[src/cscpc_cfg.svh]
`ifndef CSCPC_CFG_SVH
`define CSCPC_CFG_SVH

// ==========================================================
// octet positions
`define CSCPC_OCT_TYPE 8'd3
`define CSCPC_OCT_ALEN 8'd4
`define CSCPC_OCT_CAUSE 8'd4
`define CSCPC_OCT_DIAG 8'd5

// ==========================================================
// packet type codes (octet 3)
`define CSCPC_TYPE_CALL_REQ 8'h0b
`define CSCPC_TYPE_CALL_CONN 8'h0f
`define CSCPC_TYPE_CLEAR_REQ 8'h13

// ==========================================================
// format identifier (octet 1 upper nibble)
`define CSCPC_GFI_MOD8 2'h1
`define CSCPC_GFI_MOD128 2'h2

// ==========================================================
// clearing cause codes
`define CSCPC_CAUSE_DTE_ZERO 8'h00
`define CSCPC_CAUSE_BUSY 8'h01
`define CSCPC_CAUSE_OUT_OF_ORDER 8'h09
`define CSCPC_CAUSE_REMOTE_PROC 8'h11
`define CSCPC_CAUSE_REV_CHG 8'h19
`define CSCPC_CAUSE_INCOMPAT 8'h21
`define CSCPC_CAUSE_FAST_SEL 8'h29
`define CSCPC_CAUSE_SHIP_ABSENT 8'h39
`define CSCPC_CAUSE_INV_FAC 8'h03
`define CSCPC_CAUSE_BARRED 8'h0b
`define CSCPC_CAUSE_CONGESTION 8'h05
`define CSCPC_CAUSE_NOT_OBTAIN 8'h0d
`define CSCPC_CAUSE_AGENCY_OOO 8'h15

// ==========================================================
// diagnostic remapping under congestion
`define CSCPC_DIAG_LOW_LAST 8'd111
`define CSCPC_DIAG_MID_LAST 8'd127
`define CSCPC_DIAG_LOW_MAP 8'd114
`define CSCPC_DIAG_HIGH_MAP 8'd113

// ==========================================================
// field length limits
`define CSCPC_UTIL_MAX 8'd63
`define CSCPC_FAC_MAX 8'd109
`define CSCPC_UD_BITS_STD 128
`define CSCPC_UD_BITS_FAST 1024
`define CSCPC_X121_MAX_DIGITS 5'd15
`define CSCPC_E164_MAX_DIGITS 5'd15

`endif

[src/cscpc_pkg.sv]
`default_nettype none
package cscpc_pkg;

  // ========================================================
  // parser states
  typedef enum logic [3:0] {
    CSCPC_ST_GFI = 4'b0000,
    CSCPC_ST_LCN = 4'b0001,
    CSCPC_ST_TYPE = 4'b0010,
    CSCPC_ST_ALEN = 4'b0011,
    CSCPC_ST_ADDR = 4'b0100,
    CSCPC_ST_ULEN = 4'b0101,
    CSCPC_ST_UTIL = 4'b0110,
    CSCPC_ST_FLEN = 4'b0111,
    CSCPC_ST_FAC = 4'b1000,
    CSCPC_ST_DATA = 4'b1001,
    CSCPC_ST_CAUSE = 4'b1010,
    CSCPC_ST_DIAG = 4'b1011,
    CSCPC_ST_PASS = 4'b1100
  } cscpc_state_t;

  // ========================================================
  // kind of the last packet seen
  typedef enum logic [1:0] {
    CSCPC_PK_OTHER = 2'b00,
    CSCPC_PK_CALL_REQ = 2'b01,
    CSCPC_PK_CALL_CONN = 2'b10,
    CSCPC_PK_CLEAR_REQ = 2'b11
  } cscpc_kind_t;

endpackage : cscpc_pkg
`default_nettype wire
[src/cscpc_cause_unit.sv]
`timescale 1ns/1ps
`default_nettype none
`include "cscpc_cfg.svh"

module cscpc_cause_unit (
  input wire logic [7:0] cause_in,
  input wire logic [7:0] diag_in,
  input wire logic remote_event,
  input wire logic agency_sel_used,
  input wire logic unknown_to_congestion,
  output logic [7:0] cause_out,
  output logic [7:0] diag_out,
  output logic cause_known,
  output logic agency_refused
);

  logic net_known;

  // ========================================================
  // recognise the defined cause codes
  always_comb begin
    case (cause_in)
      `CSCPC_CAUSE_BUSY, `CSCPC_CAUSE_OUT_OF_ORDER,
      `CSCPC_CAUSE_REMOTE_PROC, `CSCPC_CAUSE_REV_CHG,
      `CSCPC_CAUSE_INCOMPAT, `CSCPC_CAUSE_FAST_SEL,
      `CSCPC_CAUSE_SHIP_ABSENT, `CSCPC_CAUSE_INV_FAC,
      `CSCPC_CAUSE_BARRED, `CSCPC_CAUSE_CONGESTION,
      `CSCPC_CAUSE_NOT_OBTAIN, `CSCPC_CAUSE_AGENCY_OOO: begin
        net_known = 1'b1;
      end
      default: begin
        net_known = 1'b0;
      end
    endcase
  end

  // remote-terminal causes and all-zero are always valid
  assign cause_known = net_known || cause_in[7] ||
    (cause_in == `CSCPC_CAUSE_DTE_ZERO);

  // agency fault only legal when agency selection was used
  assign agency_refused = (cause_in == `CSCPC_CAUSE_AGENCY_OOO) &&
    !agency_sel_used;

  // unknown causes pass or become congestion
  assign cause_out = (!cause_known && unknown_to_congestion) ?
    `CSCPC_CAUSE_CONGESTION : cause_in;

  // diagnostic pass or remap under remote congestion
  always_comb begin
    diag_out = diag_in;
    if ((cause_out == `CSCPC_CAUSE_CONGESTION) && remote_event) begin
      if (diag_in == 8'h00) begin
        diag_out = diag_in;
      end else if (diag_in <= `CSCPC_DIAG_LOW_LAST) begin
        diag_out = `CSCPC_DIAG_LOW_MAP;
      end else if (diag_in <= `CSCPC_DIAG_MID_LAST) begin
        diag_out = diag_in;
      end else begin
        diag_out = `CSCPC_DIAG_HIGH_MAP;
      end
    end
  end

endmodule : cscpc_cause_unit
`default_nettype wire

[src/cscpc_codec.sv]
`timescale 1ns/1ps
`default_nettype none
`include "cscpc_cfg.svh"

module cscpc_codec #(
  parameter int UD_BITS_STD = `CSCPC_UD_BITS_STD,
  parameter int UD_BITS_FAST = `CSCPC_UD_BITS_FAST
) (
  input wire logic clk,
  input wire logic resetn,
  input wire logic rx_valid,
  input wire logic [7:0] rx_data,
  input wire logic rx_last,
  input wire logic fast_select_req,
  input wire logic fast_select_unrestricted,
  input wire logic agency_sel_used,
  input wire logic remote_event,
  input wire logic unknown_to_congestion,
  input wire logic addr_plan_e164,
  output logic tx_valid,
  output logic [7:0] tx_data,
  output logic tx_last,
  output logic pkt_done,
  output cscpc_pkg::cscpc_kind_t pkt_kind,
  output logic fmt_err,
  output logic cause_err,
  output logic mod128,
  output logic dbit,
  output logic [3:0] called_len,
  output logic [3:0] calling_len,
  output logic [5:0] util_len,
  output logic [6:0] fac_len,
  output logic [7:0] data_octets,
  output logic [7:0] cause_val,
  output logic [7:0] diag_val
);
  import cscpc_pkg::*;

  // ========================================================
  // limits in octets
  localparam logic [7:0] UD_OCT_STD = 8'(UD_BITS_STD / 8);
  localparam logic [7:0] UD_OCT_FAST = 8'(UD_BITS_FAST / 8);

  cscpc_state_t st_reg;
  cscpc_state_t st_adv;
  cscpc_state_t st_next;
  cscpc_kind_t kind_reg;
  logic [3:0] gfi_reg;
  logic [4:0] dig_total_reg;
  logic [4:0] dig_idx_reg;
  logic [7:0] fld_left_reg;
  logic [7:0] data_cnt_reg;
  logic [7:0] cause_reg;
  logic err_reg;
  logic cerr_reg;
  logic err_now;
  logic trunc_now;
  logic [4:0] alen_sum;
  logic [4:0] max_digits;
  logic [7:0] ud_limit;
  logic [1:0] nib_bad;
  logic [7:0] cu_cause_in;
  logic [7:0] cu_cause_out;
  logic [7:0] cu_diag_out;
  logic cu_known;
  logic cu_agency_refused;
  logic beat;

  assign beat = rx_valid;
  assign alen_sum = {1'b0, rx_data[3:0]} + {1'b0, rx_data[7:4]};

  // address plan digit ceiling
  assign max_digits = addr_plan_e164 ? `CSCPC_E164_MAX_DIGITS :
    `CSCPC_X121_MAX_DIGITS;

  // user data ceiling for the packet in hand
  always_comb begin
    ud_limit = 8'h00;
    if (kind_reg == CSCPC_PK_CALL_REQ) begin
      ud_limit = fast_select_req ? UD_OCT_FAST : UD_OCT_STD;
    end else if (kind_reg == CSCPC_PK_CALL_CONN) begin
      ud_limit = fast_select_unrestricted ? UD_OCT_FAST : 8'h00;
    end
  end

  // ========================================================
  // per-nibble address digit checks
  genvar gi;
  generate
    for (gi = 0; gi < 2; gi++) begin : g_nib
      logic [4:0] idx;
      logic [3:0] nib;
      assign idx = dig_idx_reg + 5'(1 - gi);
      assign nib = rx_data[gi*4 +: 4];
      always_comb begin
        nib_bad[gi] = 1'b0;
        if (idx < dig_total_reg) begin
          nib_bad[gi] = (nib > 4'h9);
        end else begin
          nib_bad[gi] = (nib != 4'h0);
        end
      end
    end
  endgenerate

  // ========================================================
  // cause and diagnostic mapping
  assign cu_cause_in = (st_reg == CSCPC_ST_CAUSE) ? rx_data : cause_reg;

  cscpc_cause_unit u_cause (
    .cause_in(cu_cause_in),
    .diag_in(rx_data),
    .remote_event(remote_event),
    .agency_sel_used(agency_sel_used),
    .unknown_to_congestion(unknown_to_congestion),
    .cause_out(cu_cause_out),
    .diag_out(cu_diag_out),
    .cause_known(cu_known),
    .agency_refused(cu_agency_refused)
  );

  // ========================================================
  // field walk, one octet per beat
  always_comb begin
    st_adv = st_reg;
    case (st_reg)
      CSCPC_ST_GFI: begin
        st_adv = CSCPC_ST_LCN;
      end
      CSCPC_ST_LCN: begin
        st_adv = CSCPC_ST_TYPE;
      end
      CSCPC_ST_TYPE: begin
        case (rx_data)
          `CSCPC_TYPE_CALL_REQ, `CSCPC_TYPE_CALL_CONN: begin
            st_adv = CSCPC_ST_ALEN;
          end
          `CSCPC_TYPE_CLEAR_REQ: begin
            st_adv = CSCPC_ST_CAUSE;
          end
          default: begin
            st_adv = CSCPC_ST_PASS;
          end
        endcase
      end
      CSCPC_ST_ALEN: begin
        // empty address allowed in call connected
        st_adv = (alen_sum == 5'd0) ? CSCPC_ST_ULEN : CSCPC_ST_ADDR;
      end
      CSCPC_ST_ADDR: begin
        if (fld_left_reg == 8'd1) begin
          st_adv = CSCPC_ST_ULEN;
        end
      end
      CSCPC_ST_ULEN: begin
        st_adv = (rx_data[5:0] == 6'd0) ? CSCPC_ST_FLEN : CSCPC_ST_UTIL;
      end
      CSCPC_ST_UTIL: begin
        if (fld_left_reg == 8'd1) begin
          st_adv = CSCPC_ST_FLEN;
        end
      end
      CSCPC_ST_FLEN: begin
        st_adv = (rx_data[6:0] == 7'd0) ? CSCPC_ST_DATA : CSCPC_ST_FAC;
      end
      CSCPC_ST_FAC: begin
        if (fld_left_reg == 8'd1) begin
          st_adv = CSCPC_ST_DATA;
        end
      end
      CSCPC_ST_DATA: begin
        st_adv = CSCPC_ST_DATA;
      end
      CSCPC_ST_CAUSE: begin
        st_adv = CSCPC_ST_DIAG;
      end
      CSCPC_ST_DIAG: begin
        st_adv = CSCPC_ST_PASS;
      end
      CSCPC_ST_PASS: begin
        st_adv = CSCPC_ST_PASS;
      end
      default: begin
        st_adv = CSCPC_ST_PASS;
      end
    endcase
    st_next = rx_last ? CSCPC_ST_GFI : st_adv;
  end

  // packet ending before its mandatory fields
  assign trunc_now = rx_last && (st_adv != CSCPC_ST_DATA) &&
    (st_adv != CSCPC_ST_PASS);

  // ========================================================
  // format checks on the current octet
  always_comb begin
    err_now = 1'b0;
    case (st_reg)
      CSCPC_ST_TYPE: begin
        if ((rx_data == `CSCPC_TYPE_CALL_REQ) ||
            (rx_data == `CSCPC_TYPE_CALL_CONN)) begin
          err_now = gfi_reg[3] || ((gfi_reg[1:0] != `CSCPC_GFI_MOD8) &&
            (gfi_reg[1:0] != `CSCPC_GFI_MOD128));
        end else if (rx_data == `CSCPC_TYPE_CLEAR_REQ) begin
          err_now = (gfi_reg[3:2] != 2'b00) ||
            ((gfi_reg[1:0] != `CSCPC_GFI_MOD8) &&
            (gfi_reg[1:0] != `CSCPC_GFI_MOD128));
        end
      end
      CSCPC_ST_ALEN: begin
        err_now = (alen_sum > (max_digits << 1)) ||
          (rx_data[3:0] > max_digits[3:0] && max_digits < 5'd16);
      end
      CSCPC_ST_ADDR: begin
        err_now = |nib_bad;
      end
      CSCPC_ST_ULEN: begin
        err_now = (rx_data[7:6] != 2'b00) ||
          ({2'b00, rx_data[5:0]} > `CSCPC_UTIL_MAX);
      end
      CSCPC_ST_FLEN: begin
        err_now = rx_data[7] ||
          ({1'b0, rx_data[6:0]} > `CSCPC_FAC_MAX);
      end
      CSCPC_ST_DATA: begin
        err_now = (data_cnt_reg >= ud_limit);
      end
      default: begin
        err_now = 1'b0;
      end
    endcase
  end

  // ========================================================
  // parser state
  always_ff @(posedge clk or negedge resetn) begin
    if (!resetn) begin
      st_reg <= CSCPC_ST_GFI;
    end else if (beat) begin
      st_reg <= st_next;
    end
  end

  // ========================================================
  // header capture: identifier and type
  always_ff @(posedge clk or negedge resetn) begin
    if (!resetn) begin
      gfi_reg <= 4'h0;
      kind_reg <= CSCPC_PK_OTHER;
    end else if (beat) begin
      if (st_reg == CSCPC_ST_GFI) begin
        gfi_reg <= rx_data[7:4];
        kind_reg <= CSCPC_PK_OTHER;
      end else if (st_reg == CSCPC_ST_TYPE) begin
        case (rx_data)
          `CSCPC_TYPE_CALL_REQ: kind_reg <= CSCPC_PK_CALL_REQ;
          `CSCPC_TYPE_CALL_CONN: kind_reg <= CSCPC_PK_CALL_CONN;
          `CSCPC_TYPE_CLEAR_REQ: kind_reg <= CSCPC_PK_CLEAR_REQ;
          default: kind_reg <= CSCPC_PK_OTHER;
        endcase
      end
    end
  end

  // ========================================================
  // field octet counters and address digit index
  always_ff @(posedge clk or negedge resetn) begin
    if (!resetn) begin
      fld_left_reg <= 8'h00;
      dig_total_reg <= 5'h00;
      dig_idx_reg <= 5'h00;
    end else if (beat) begin
      case (st_reg)
        CSCPC_ST_ALEN: begin
          // called and calling share one packed run
          dig_total_reg <= alen_sum;
          dig_idx_reg <= 5'h00;
          fld_left_reg <= {4'h0, 4'((alen_sum + 5'd1) >> 1)};
        end
        CSCPC_ST_ADDR: begin
          dig_idx_reg <= dig_idx_reg + 5'd2;
          fld_left_reg <= fld_left_reg - 8'd1;
        end
        CSCPC_ST_ULEN: begin
          fld_left_reg <= {2'b00, rx_data[5:0]};
        end
        CSCPC_ST_FLEN: begin
          fld_left_reg <= {1'b0, rx_data[6:0]};
        end
        CSCPC_ST_UTIL, CSCPC_ST_FAC: begin
          fld_left_reg <= fld_left_reg - 8'd1;
        end
        default: begin
          fld_left_reg <= fld_left_reg;
        end
      endcase
    end
  end

  // ========================================================
  // user data octet count, saturating
  always_ff @(posedge clk or negedge resetn) begin
    if (!resetn) begin
      data_cnt_reg <= 8'h00;
    end else if (beat) begin
      if (rx_last) begin
        data_cnt_reg <= 8'h00;
      end else if (st_reg == CSCPC_ST_DATA && data_cnt_reg != 8'hff) begin
        data_cnt_reg <= data_cnt_reg + 8'd1;
      end
    end
  end

  // ========================================================
  // running error flags for the packet in hand
  always_ff @(posedge clk or negedge resetn) begin
    if (!resetn) begin
      err_reg <= 1'b0;
      cerr_reg <= 1'b0;
      cause_reg <= 8'h00;
    end else if (beat) begin
      if (rx_last) begin
        err_reg <= 1'b0;
        cerr_reg <= 1'b0;
      end else begin
        err_reg <= err_reg || err_now;
        if (st_reg == CSCPC_ST_CAUSE) begin
          cause_reg <= rx_data;
          cerr_reg <= !cu_known || cu_agency_refused;
        end
      end
    end
  end

  // ========================================================
  // relay path, one cycle behind the receive side
  always_ff @(posedge clk or negedge resetn) begin
    if (!resetn) begin
      tx_valid <= 1'b0;
      tx_data <= 8'h00;
      tx_last <= 1'b0;
    end else begin
      tx_valid <= beat;
      tx_last <= beat && rx_last;
      if (beat) begin
        case (st_reg)
          CSCPC_ST_CAUSE: tx_data <= cu_cause_out;
          CSCPC_ST_DIAG: tx_data <= cu_diag_out;
          default: tx_data <= rx_data;
        endcase
      end
    end
  end

  // ========================================================
  // per-packet summary, updated on the last octet
  always_ff @(posedge clk or negedge resetn) begin
    if (!resetn) begin
      pkt_done <= 1'b0;
      pkt_kind <= CSCPC_PK_OTHER;
      fmt_err <= 1'b0;
      cause_err <= 1'b0;
      mod128 <= 1'b0;
      dbit <= 1'b0;
    end else begin
      pkt_done <= beat && rx_last;
      if (beat && rx_last) begin
        pkt_kind <= (st_reg == CSCPC_ST_TYPE) ? CSCPC_PK_OTHER : kind_reg;
        fmt_err <= err_reg || err_now || trunc_now;
        cause_err <= cerr_reg;
        mod128 <= (gfi_reg[1:0] == `CSCPC_GFI_MOD128);
        dbit <= gfi_reg[2];
      end
    end
  end

  // ========================================================
  // captured field values
  always_ff @(posedge clk or negedge resetn) begin
    if (!resetn) begin
      called_len <= 4'h0;
      calling_len <= 4'h0;
      util_len <= 6'h00;
      fac_len <= 7'h00;
      data_octets <= 8'h00;
      cause_val <= 8'h00;
      diag_val <= 8'h00;
    end else if (beat) begin
      case (st_reg)
        CSCPC_ST_GFI: begin
          called_len <= 4'h0;
          calling_len <= 4'h0;
          util_len <= 6'h00;
          fac_len <= 7'h00;
        end
        CSCPC_ST_ALEN: begin
          called_len <= rx_data[3:0];
          calling_len <= rx_data[7:4];
        end
        CSCPC_ST_ULEN: util_len <= rx_data[5:0];
        CSCPC_ST_FLEN: fac_len <= rx_data[6:0];
        CSCPC_ST_CAUSE: cause_val <= cu_cause_out;
        CSCPC_ST_DIAG: diag_val <= cu_diag_out;
        default: begin
          called_len <= called_len;
        end
      endcase
      if (rx_last) begin
        data_octets <= (st_reg == CSCPC_ST_DATA &&
          data_cnt_reg != 8'hff) ? data_cnt_reg + 8'd1 : data_cnt_reg;
      end
    end
  end

endmodule : cscpc_codec
`default_nettype wire

[config.mk]
export PLATFORM = sky130hd
export DESIGN_NAME = cscpc_codec
export DESIGN_NICKNAME = d
export VERILOG_FILES = /design/src/cscpc_pkg.sv /design/src/cscpc_cause_unit.sv /design/src/cscpc_codec.sv
export VERILOG_INCLUDE_DIRS = /design/src
export SDC_FILE = /design/constraint.sdc
export NUM_CORES = 1
export LEC_CHECK = 0
export ABC_AREA = 1
export BUFFER_PORTS_ARGS = -buffer_cell sky130_fd_sc_hd__buf_4
export CAP_MARGIN = 0
export CORE_MARGIN = 4
export CORE_UTILIZATION = 40
export DETAILED_ROUTE_END_ITERATION = 10
export PLACE_DENSITY = 0.63
export SETUP_SLACK_MARGIN = 0.15
export SLEW_MARGIN = 20
export SYNTH_ARGS = -nofsm -noshare
export SYNTH_HDL_FRONTEND = slang
export SYNTH_HIERARCHICAL = 1
export SYNTH_SLANG_ARGS = --single-unit
[constraint.sdc]
create_clock -name clk -period 2.7 [get_ports clk]
set_clock_uncertainty 0.1 [all_clocks]
set_input_delay 0.675 -clock clk [delete_from_list [all_inputs] [get_ports clk]]
set_output_delay 0.675 -clock clk [all_outputs]
set_load 0.005 [all_outputs]
==> impl_metrics.env, run 1 <==
export IMPL_crit_arrival_ns=2.69
export IMPL_fill_cells=1444
export IMPL_crit_path_max_incr_delay_ns=0.39
export IMPL_postRouteAntennaNets=0
export IMPL_maxCapViolCount=0
export IMPL_crit_type="reg2reg"
export IMPL_cts_tree="done"
export IMPL_outcome="complete, no violations"
export IMPL_yosysTopAreaCell="dfrtp_1"
export IMPL_grt_pass1_wl_mm=27.1
export IMPL_yosys_warnings=6
export IMPL_final_common_cell="nand2_1"
export IMPL_required_ns=2.82
export IMPL_h_tree_depth=3
export IMPL_hp_class="in2async"
export IMPL_track_usage=0.202
export IMPL_clock_root_buffer="clkbuf_16"
export IMPL_n_antenna_cell=0
export IMPL_portBuffers=78
export IMPL_place_gp_congestion=0.910
export IMPL_vias_per_cell=5.11
export IMPL_min_period_over_period=0.952
export IMPL_grt_pass1_vias=5376
export IMPL_holdWs_ns=0.191
export IMPL_fp_dieH_um=131
export IMPL_maxClockFrequency_ghz=0.389
export IMPL_layout_min_cycle_time_ns=2.57
export IMPL_drive_gt1_frac=0.224
export IMPL_ir_drop_uv=319
export IMPL_rsz0062_at_grt="yes"
export IMPL_static_leakage_power_nw=3.81
export IMPL_vias=5534
export IMPL_cts_hold_buf=0
export IMPL_drv_slew=0
export IMPL_syn_nets=824
export IMPL_hpwl_mm=11.7
export IMPL_post_drt_wl_per_cell_um=15.1
export IMPL_yosysSeqAreaShare=0.440
export IMPL_worst_slew_pin_slew_ns=0.745
export IMPL_die_area_um2=17100
export IMPL_crit_path_cell_trace="inv_2 > nand2_4 > nor2_4 > buf_12 > buf_16 > o21ai_1 > nor2_2 > nand3_1 > nand2_1 > nand4_2 > nand3_4 > o41ai_4 > buf_4 > nand3_1 > nand2_1 > nand2_1 > o2111ai_1"
export IMPL_yosys_area_share_simple=0.252
export IMPL_drtPass1Iterations=6
export IMPL_finalHoldViolCount=0
export IMPL_synth_area_mux_share=0.00166
export IMPL_crit_fanout=8
export IMPL_worstSetupStartpointType="register"
export IMPL_antenna_found_initial=0
export IMPL_highest_layer="met4"
export IMPL_drt_wl_total_mm=16.4
export IMPL_synthAdderAreaFrac=0.0510
export IMPL_layout_nets=937
export IMPL_clkSinkCount=106
export IMPL_setup_viol=0
export IMPL_place_area_um2=6970
export IMPL_io_pins=80
export IMPL_end_kind="register"
export IMPL_design_area_um2=7560
export IMPL_synth_avg_cell_area_um2=7.72
export IMPL_relSlewSlack=0.502
export IMPL_numCtsBuffers=9
export IMPL_yosysUniqueCellTypes=44
export IMPL_wl_met2_mm=7.44
export IMPL_crit_top_cell="nand2_1"
export IMPL_mostFrequentLayoutCells="nand2_1 (201), buf_4 (118), dfrtp_1 (106)"
export IMPL_grt_overflow_total=0
export IMPL_clock_latency_ns=0.36
export IMPL_synth_top_family_by_area="simple AND/OR/NAND/NOR gates"
export IMPL_drt_iter0_markers=310
export IMPL_grt_max_degree=41
export IMPL_postSynth_topFlopCell="dfrtp_1"
export IMPL_fp_row_count=44
export IMPL_die_w_um=131
export IMPL_synthToLayoutAreaGrowth_pct=25.4
export IMPL_power_density_nw_per_um2=690
export IMPL_yosys_top_cells_area="dfrtp_1 (44%), nand2_1 (13%), o21ai_0 (7.4%)"
export IMPL_cts_max_path_buffers=2
export IMPL_clkTransAtPathRegs_ns=0.07
export IMPL_initial_core_util=0.412
export IMPL_postSynth_asyncResetShare=1.00
export IMPL_coreArea_um2=14600
export IMPL_synth_edf_count=0
export IMPL_synth_compound_area_share=0.144
export IMPL_slowest_stage="dfrtp_1"
export IMPL_wl_met3_um=906
export IMPL_synth_top_area_share=0.440
export IMPL_syn_area_um2=6030
export IMPL_ys_ff_latch=106
export IMPL_met1_length_mm=7.71
export IMPL_drc=0
export IMPL_synthCells=782
export IMPL_synth_xor_area_frac=0.0203
[cell usage after synthesis, types with 2 or more instances]
library cell,instances
nand3_1,41
nor2_1,51
o21ai_1,18
nor2_4,3
xnor2_1,2
nand2_1,204
clkinv_1,2
clkbuf_1,9
buf_4,2
nand3b_1,2
a31oi_1,2
inv_1,100
xor2_1,12
ha_1,23
a21oi_1,14
nand3_2,2
o2111ai_1,8
o221ai_1,2
inv_2,16
nand2_2,7
o211ai_1,2
dfrtp_1,106
nor2_8,2
nor3_1,7
o21ai_2,2
o22ai_1,10
a22oi_1,2
nor2_2,6
buf_2,10
o21ai_0,89
nand4_1,13
[timing repair]
action / in CTS / in global routing
setup buffers: 12 / 12
resized for setup: 10 / 14
gates cloned: 1 / 0
pin swaps: 12 / 11
setup endpoints to repair: 15 / 16
[worst max-delay path, delay by kind of cell, from the launching register on]
kind	cells	cell delay (ns)
flops	1	0.39
simple gates	10	1.06
compound gates	3	0.35
buf+inv	4	0.53
[cell type report]
cell class | count | area, um^2 | share of cell area
flip-flops and latches | 106 | 2650 | 0.351
clock buffers | 11 | 243 | 0.0321
inverters | 119 | 449 | 0.0594
clock inverters | 5 | 37.5 | 0.00496
multi-input cells | 535 | 2950 | 0.390
well taps | 184 | 230 | 0.0304
repair buffers | 124 | 1000 | 0.133
[cell families (layout without fill, tap and decap cells)]
logic type,after synthesis,count (layout)
adder cells (fa/ha/maj),24,24
AO/OA/AOI/OAI,153,153
flip-flops,106,106
XOR/XNOR,14,14
multiplexers,1,1
buffers and inverters,141,259
AND/OR/NAND/NOR,343,343
[where the power goes]
part           switching (mW)  internal, mW  leakage [nW]
Clock                   0.614         0.657         0.133
Combinational            1.09         0.785          2.31
Sequential              0.181          1.89          1.37
Total                    1.88          3.34          3.81
[worst paths after layout]
| path | from | end | slack [ns] | cells past startpoint |
|---|---|---|---|---|
| setup reg to reg | st_reg[0] | tx_data[3] | 0.13 | 17 |
| max in group asynchronous | resetn | dbit | 1.74 | 2 |
| setup / recovery | st_reg[0] | tx_data[3] | 0.13 | 17 |
| hold reg to reg | cause_err | cause_err | 0.39 | 2 |
| hold / removal | resetn | cause_reg[3] | 0.19 | 1 |
| min in group clk | cause_err | cause_err | 0.39 | 2 |
[per-layer routing]
metal  vias to the layer above  global-route usage
met5                         -                   0
met4                         0              0.0744
met3                        21              0.0305
met2                       157               0.319
met1                      2587               0.282
li1                       2769                   -
[per-stage QoR]
step	TNS (ns)	utilization	worst slack, ns	power, mW	cells
CTS	0	0.507	0.157	5.16	1072
global placement	0	0.476	0.0413	3.79	1043
finish	0	0.517	0.128	5.22	1084
floorplan	0	-	0.157	3.23	782
detailed placement	0	0.476	0.0210	3.81	1043
global route	-0.0643	0.517	-0.0310	5.61	1084
No activity file was read; power rests on OpenSTA's default activity.
==> run 2, diff against run 1 <==
--- a/config.mk
+++ b/config.mk
@@ -9,10 +9,12 @@
 export ABC_AREA = 1
 export BUFFER_PORTS_ARGS = -buffer_cell sky130_fd_sc_hd__buf_4
 export CAP_MARGIN = 0
+export CELL_PAD_IN_SITES_DETAIL_PLACEMENT = 2
+export CELL_PAD_IN_SITES_GLOBAL_PLACEMENT = 2
 export CORE_MARGIN = 4
-export CORE_UTILIZATION = 40
+export CORE_UTILIZATION = 31
 export DETAILED_ROUTE_END_ITERATION = 10
-export PLACE_DENSITY = 0.63
+export PLACE_DENSITY = 0.79
 export SETUP_SLACK_MARGIN = 0.15
 export SLEW_MARGIN = 20
 export SYNTH_ARGS = -nofsm -noshare
==> run 2 against run 1 <==
Against the previous run:
- setup slack lost 0.43 ns
- routed wire length increased by 53%
- global-route usage grew 0.22 points
- via count is 8.3% higher
- die area increased by 27%
- highest routed layer unchanged
- core utilization is 9.7 points lower
- the run now ends with setup timing left
==> impl_metrics.env, run 2 (synthesized netlist as in run 1, its figures left out) <==
export IMPL_grt_pass1_vias=6397
export IMPL_worstSetupStartpointType="register"
export IMPL_post_route_util=0.420
export IMPL_worst_r2r_path_depth=17
export IMPL_ir_drop_uv=365
export IMPL_die_w_um=148
export IMPL_finalHoldViolCount=0
export IMPL_maxClockFrequency_ghz=0.334
export IMPL_failed_checks="setup timing"
export IMPL_grt_max_degree=38
export IMPL_vias=5996
export IMPL_drt_iter0_markers=213
export IMPL_use_met1=0.257
export IMPL_synthToLayoutAreaGrowth_pct=31.5
export IMPL_drv_slew=0
export IMPL_clkSinkCount=106
export IMPL_io_pins=80
export IMPL_crit_type="reg2reg"
export IMPL_postRouteAntennaNets=0
export IMPL_hp_class="in2async"
export IMPL_grtUsageMet3=0.0325
export IMPL_seqPwrFrac=0.366
export IMPL_grt_overflow_total=0
export IMPL_crit_reg2reg_launch="st_reg[2]"
export IMPL_required_ns=2.81
export IMPL_place_gp_congestion=0.831
export IMPL_reg2reg_to="tx_data[6]"
export IMPL_cts_tree="done"
export IMPL_h_tree_depth=3
export IMPL_post_drt_wl_per_cell_um=21.4
export IMPL_setup_viol=17
export IMPL_mostFrequentLayoutCells="nand2_1 (179), buf_4 (131), dfrtp_1 (106)"
export IMPL_end_kind="register"
export IMPL_crit_fanout=7
export IMPL_grt_busiest_layer="met2"
export IMPL_clkTransAtPathRegs_ns=0.08
export IMPL_endpoint="tx_data[6]"
export IMPL_grt_pass1_wl_mm=35.3
export IMPL_drive_gt1_frac=0.272
export IMPL_netSwitchingFraction=0.385
export IMPL_outcome="complete, but fails checks"
export IMPL_clock_latency_ns=0.37
export IMPL_layout_nets=951
export IMPL_power_switching_mw=2.22
export IMPL_p_int_mw=3.55
export IMPL_n_antenna_cell=0
export IMPL_fp_row_count=50
export IMPL_maxCapViolCount=0
export IMPL_coreArea_um2=18900
export IMPL_cp_startpoint="st_reg[2]"
export IMPL_clockPowerShare=0.255
export IMPL_clock_root_buffer="clkbuf_16"
export IMPL_relSlewSlack=0.325
export IMPL_rsz0062_at_grt="yes"
export IMPL_drtPass1Iterations=4
export IMPL_drt_wl_total_mm=25.1
export IMPL_numCtsBuffers=9
export IMPL_final_common_cell="nand2_1"
export IMPL_r2r_setup_slack_ns=-0.30
export IMPL_track_usage=0.204
export IMPL_comb_power_share=0.379
export IMPL_fp_dieH_um=148
export IMPL_min_period_over_period=1.11
export IMPL_die_area_um2=21800
export IMPL_cts_max_path_buffers=2
export IMPL_power_density_nw_per_um2=727
export IMPL_initial_core_util=0.319
export IMPL_hpwl_mm=15.7
export IMPL_worst_slew_pin_slew_ns=1.01
export IMPL_power_mw=5.77
export IMPL_drc=0
export IMPL_worst_slack_ns=-0.297
export IMPL_static_leakage_power_nw=3.91
export IMPL_grtUsageMet2=0.363
export IMPL_vias_per_cell=5.11
export IMPL_layout_min_cycle_time_ns=3.00
export IMPL_antenna_found_initial=0
export IMPL_crit_arrival_ns=3.11
export IMPL_portBuffers=78
run 2: repair_timing:
item | 4_1_cts | 5_1_grt
cloned | 0 | 2
buffers inserted | 8 | 22
hold endpoints to repair | 0 | 0
gates resized for setup | 10 | 58
setup endpoints to repair | 16 | 20
hold buffers | 0 | 0
pin swaps | 4 | 24
run 2: final cells by class:
class,count,area [um^2]
Fill cell,2173,11000
Clock buffer,11,233
Inverter,119,449
Sequential cell,106,2650
Timing Repair Buffer,138,1110
Clock inverter,4,76.3
Multi-Input combinational cell,535,3090
Tap cell,260,325
run 2: worst min path at each step:
stage	startpoint	end	slack [ns]
6_report	resetn	util_len[5]	0.19
5_1_grt	resetn	util_len[1]	0.22
4_1_cts	resetn	util_len[1]	0.21
3_5_place_dp	mod128	mod128	0.38
3_3_place_gp	data_octets[2]	data_octets[2]	0.37
2_1_floorplan	resetn	called_len[0]	0.28
run 2: layer usage:
layer,share of wire,vias to the layer above
li1,-,2786
met1,0.42,3057
met2,0.52,110
met3,0.036,43
met4,0.026,0
met5,0,-
run 2: power by group through the flow:
stage	clock, mW	combinational (mW)	sequential [mW]
global route	1.58	2.43	2.15
CTS	1.48	1.94	2.10
finish	1.47	2.19	2.11
floorplan	0	1.15	2.08
detailed placement	0	1.86	2.12
global placement	0	1.76	2.11
run 2: metrics by stage:
step	TNS (ns)	std cells	area (um^2)	hold slack [ns]	setup WS, ns
floorplan	0	782	6070	0.279	0.157
global placement	0	1126	7110	0.369	0.0199
detailed placement	-0.522	1126	7110	0.376	-0.0739
CTS	0	1149	7520	0.212	0.0632
global route	-4.43	1173	7930	0.224	-0.410
finish	-2.64	1173	7930	0.186	-0.297
run 2: critical path, cell delays in order (launching register included):
cell and delay (ns):
dfrtp_1 0.40, inv_2 0.12, nand2_4 0.07, nor2_4 0.25
clkbuf_16 0.21, nand2_1 0.08, o21ai_4 0.11, nand2_1 0.10
nand2_1 0.11, nand2_2 0.09, nand4_4 0.09, nand3_4 0.16
o41ai_4 0.16, nand3_4 0.27, nand2_1 0.14, nand2_1 0.09
nand2_1 0.13, o2111ai_1 0.14
==> run 3, diff against run 2 <==
--- a/config.mk
+++ b/config.mk
@@ -9,13 +9,12 @@
 export ABC_AREA = 1
 export BUFFER_PORTS_ARGS = -buffer_cell sky130_fd_sc_hd__buf_4
 export CAP_MARGIN = 0
-export CELL_PAD_IN_SITES_DETAIL_PLACEMENT = 2
-export CELL_PAD_IN_SITES_GLOBAL_PLACEMENT = 2
+export CELL_PAD_IN_SITES_DETAIL_PLACEMENT = 1
+export CELL_PAD_IN_SITES_GLOBAL_PLACEMENT = 1
 export CORE_MARGIN = 4
-export CORE_UTILIZATION = 31
+export CORE_UTILIZATION = 40
 export DETAILED_ROUTE_END_ITERATION = 10
-export PLACE_DENSITY = 0.79
-export SETUP_SLACK_MARGIN = 0.15
+export PLACE_DENSITY = 0.78
 export SLEW_MARGIN = 20
 export SYNTH_ARGS = -nofsm -noshare
 export SYNTH_HDL_FRONTEND = slang
==> constraint.sdc (replaced) <==
create_clock -name clk -period 3.5 [get_ports clk]
set_clock_uncertainty 0.1 [all_clocks]
set_input_delay 0.875 -clock clk [delete_from_list [all_inputs] [get_ports clk]]
set_output_delay 0.875 -clock clk [all_outputs]
set_load 0.005 [all_outputs]
==> run 3 against run 2 <==
Against the previous run:
- core utilization is 6.5 points higher
- the run now ends clean
- sequential share of layout area is 3.9 points higher
- highest routed layer unchanged
- combinational power is 39% lower
- via count is 6.4% lower
- total power is 31% lower
- setup slack better by 0.61 ns
- hold slack better by 0.20 ns
==> impl_metrics.env, run 3 (synthesized netlist as in run 1, its figures left out) <==
export IMPL_outcome="complete, no violations"
export IMPL_mostFrequentLayoutCells="nand2_1 (204), dfrtp_1 (106), inv_1 (100)"
export IMPL_cts_max_path_buffers=2
export IMPL_initial_core_util=0.412
export IMPL_fp_dieH_um=131
export IMPL_power_switching_mw=1.50
export IMPL_seqPwrFrac=0.409
export IMPL_finalHoldViolCount=0
export IMPL_drc=0
export IMPL_drive_gt1_frac=0.168
export IMPL_io_pins=80
export IMPL_power_density_nw_per_um2=557
export IMPL_end_kind="register"
export IMPL_clkSinkCount=106
export IMPL_relSlewSlack=0.527
export IMPL_worst_slew_pin_slew_ns=0.710
export IMPL_hp_class="reg2reg"
export IMPL_post_drt_wl_per_cell_um=17.6
export IMPL_postRouteAntennaNets=0
export IMPL_maxCapViolCount=0
export IMPL_layout_min_cycle_time_ns=3.18
export IMPL_fp_row_count=44
export IMPL_comb_power_share=0.338
export IMPL_worstSetupStartpointType="register"
export IMPL_post_cts_resize_count=0
export IMPL_h_tree_depth=3
export IMPL_clockPowerShare=0.253
export IMPL_stdcell_count=1046
export IMPL_crit_arrival_ns=3.36
export IMPL_grt_max_degree=57
export IMPL_clock_latency_ns=0.36
export IMPL_rsz0062_at_grt="no"
export IMPL_hpwl_mm=13.5
export IMPL_cts_hold_buf=0
export IMPL_grt_overflow_total=0
export IMPL_cts_tree="done"
export IMPL_coreArea_um2=14600
export IMPL_drt_iter0_markers=343
export IMPL_min_period_over_period=0.909
export IMPL_clkTransAtPathRegs_ns=0.08
export IMPL_maxClockFrequency_ghz=0.314
export IMPL_drt_wl_total_mm=18.4
export IMPL_post_route_util=0.485
export IMPL_crit_fanout=17
export IMPL_crit_buf_inv=2
export IMPL_crit_top_cell="nand2_1"
export IMPL_required_ns=3.68
export IMPL_setup_viol=0
export IMPL_die_area_um2=17100
export IMPL_synthToLayoutAreaGrowth_pct=17.6
export IMPL_crit_path_max_incr_delay_ns=0.40
export IMPL_post_cts_setup_buffers=0
export IMPL_antenna_found_initial=0
export IMPL_drv_slew=0
export IMPL_grt_pass1_vias=5843
export IMPL_layout_nets=899
export IMPL_vias_per_cell=5.37
export IMPL_p_int_mw=2.45
export IMPL_vias=5614
export IMPL_numCtsBuffers=9
export IMPL_die_w_um=131
export IMPL_crit_type="reg2reg"
export IMPL_slowest_stage="dfrtp_1"
export IMPL_power_mw=3.95
export IMPL_clock_root_buffer="clkbuf_16"
export IMPL_final_common_cell="nand2_1"
export IMPL_track_usage=0.223
export IMPL_holdWs_ns=0.385
export IMPL_static_leakage_power_nw=3.57
export IMPL_ir_drop_uv=259
export IMPL_crit_family="simple AND/OR/NAND/NOR gates"
export IMPL_grt_pass1_wl_mm=30.1
export IMPL_n_antenna_cell=0
export IMPL_crit_path_cell_trace="inv_2 > nand2_2 > nor2_4 > nand2_1 > o21ai_0 > inv_1 > nor2_1 > nand2_1 > nand2_1 > nand4_2 > nand3_4 > o41ai_4 > nand3_2 > nand2_1 > nand2_1 > nand2_1 > o2111ai_1"
export IMPL_fin_setup_tns_ns=0
export IMPL_place_gp_congestion=0.917
export IMPL_placed_cells=1030
export IMPL_netSwitchingFraction=0.380
export IMPL_drtPass1Iterations=4
export IMPL_portBuffers=78
==> run 3: layer usage <==
layer  vias to the layer above  track usage  part of all wire
met5                         -            0                 0
met4                         0       0.0635             0.015
met3                        20       0.0366             0.048
met2                       128        0.383              0.49
met1                      2789        0.293              0.45
li1                       2677            -                 -
==> run 3: metrics by stage <==
step | cell area (um^2) | worst slack [ns]
after CTS | 7100 | 0.166
after global placement | 6820 | 0.384
after floorplan | 6030 | 0.808
final | 7100 | 0.317
after global routing | 7100 | 0.00699
after detailed placement | 6820 | 0.192
==> run 3: final timing paths <==
kind / startpoint / to / slack [ns] / depth (start not counted)
worst max-delay path: st_reg[2] / tx_data[5] / 0.32 / 17
worst min-delay path: mod128 / mod128 / 0.39 / 2
max in group asynchronous: resetn / fld_left_reg[5] / 2.10 / 2
worst min register to register: mod128 / mod128 / 0.39 / 2
worst max register to register: st_reg[2] / tx_data[5] / 0.32 / 17
min in group asynchronous: resetn / cause_reg[0] / 0.45 / 1
==> run 3: power groups by stage <==
stage | combinational, mW | sequential (mW) | clock, mW
after CTS | 1.35 | 1.62 | 1.01
after global routing | 1.52 | 1.65 | 1.06
after global placement | 1.26 | 1.63 | 0
after detailed placement | 1.33 | 1.64 | 0
after floorplan | 0.873 | 1.60 | 0
final | 1.34 | 1.62 | 1.00
==> run 3: final cells by class <==
type | count | area (um^2)
multi-input combinational | 535 | 2830
sequential | 106 | 2650
clock buffer | 9 | 225
clock inverter | 7 | 55.1
fill | 1850 | 7550
tap | 184 | 230
timing repair buffer | 86 | 658
inverter | 119 | 449
==> run 3: worst reg2reg max path, stage by stage (launching register included) <==
cell	delay [ns]
dfrtp_1	0.40
inv_2	0.10
nand2_2	0.16
nor2_4	0.38
nand2_1	0.18
o21ai_0	0.26
inv_1	0.19
nor2_1	0.17
nand2_1	0.07
nand2_1	0.07
nand4_2	0.15
nand3_4	0.17
o41ai_4	0.16
nand3_2	0.19
nand2_1	0.08
nand2_1	0.07
nand2_1	0.10
o2111ai_1	0.11
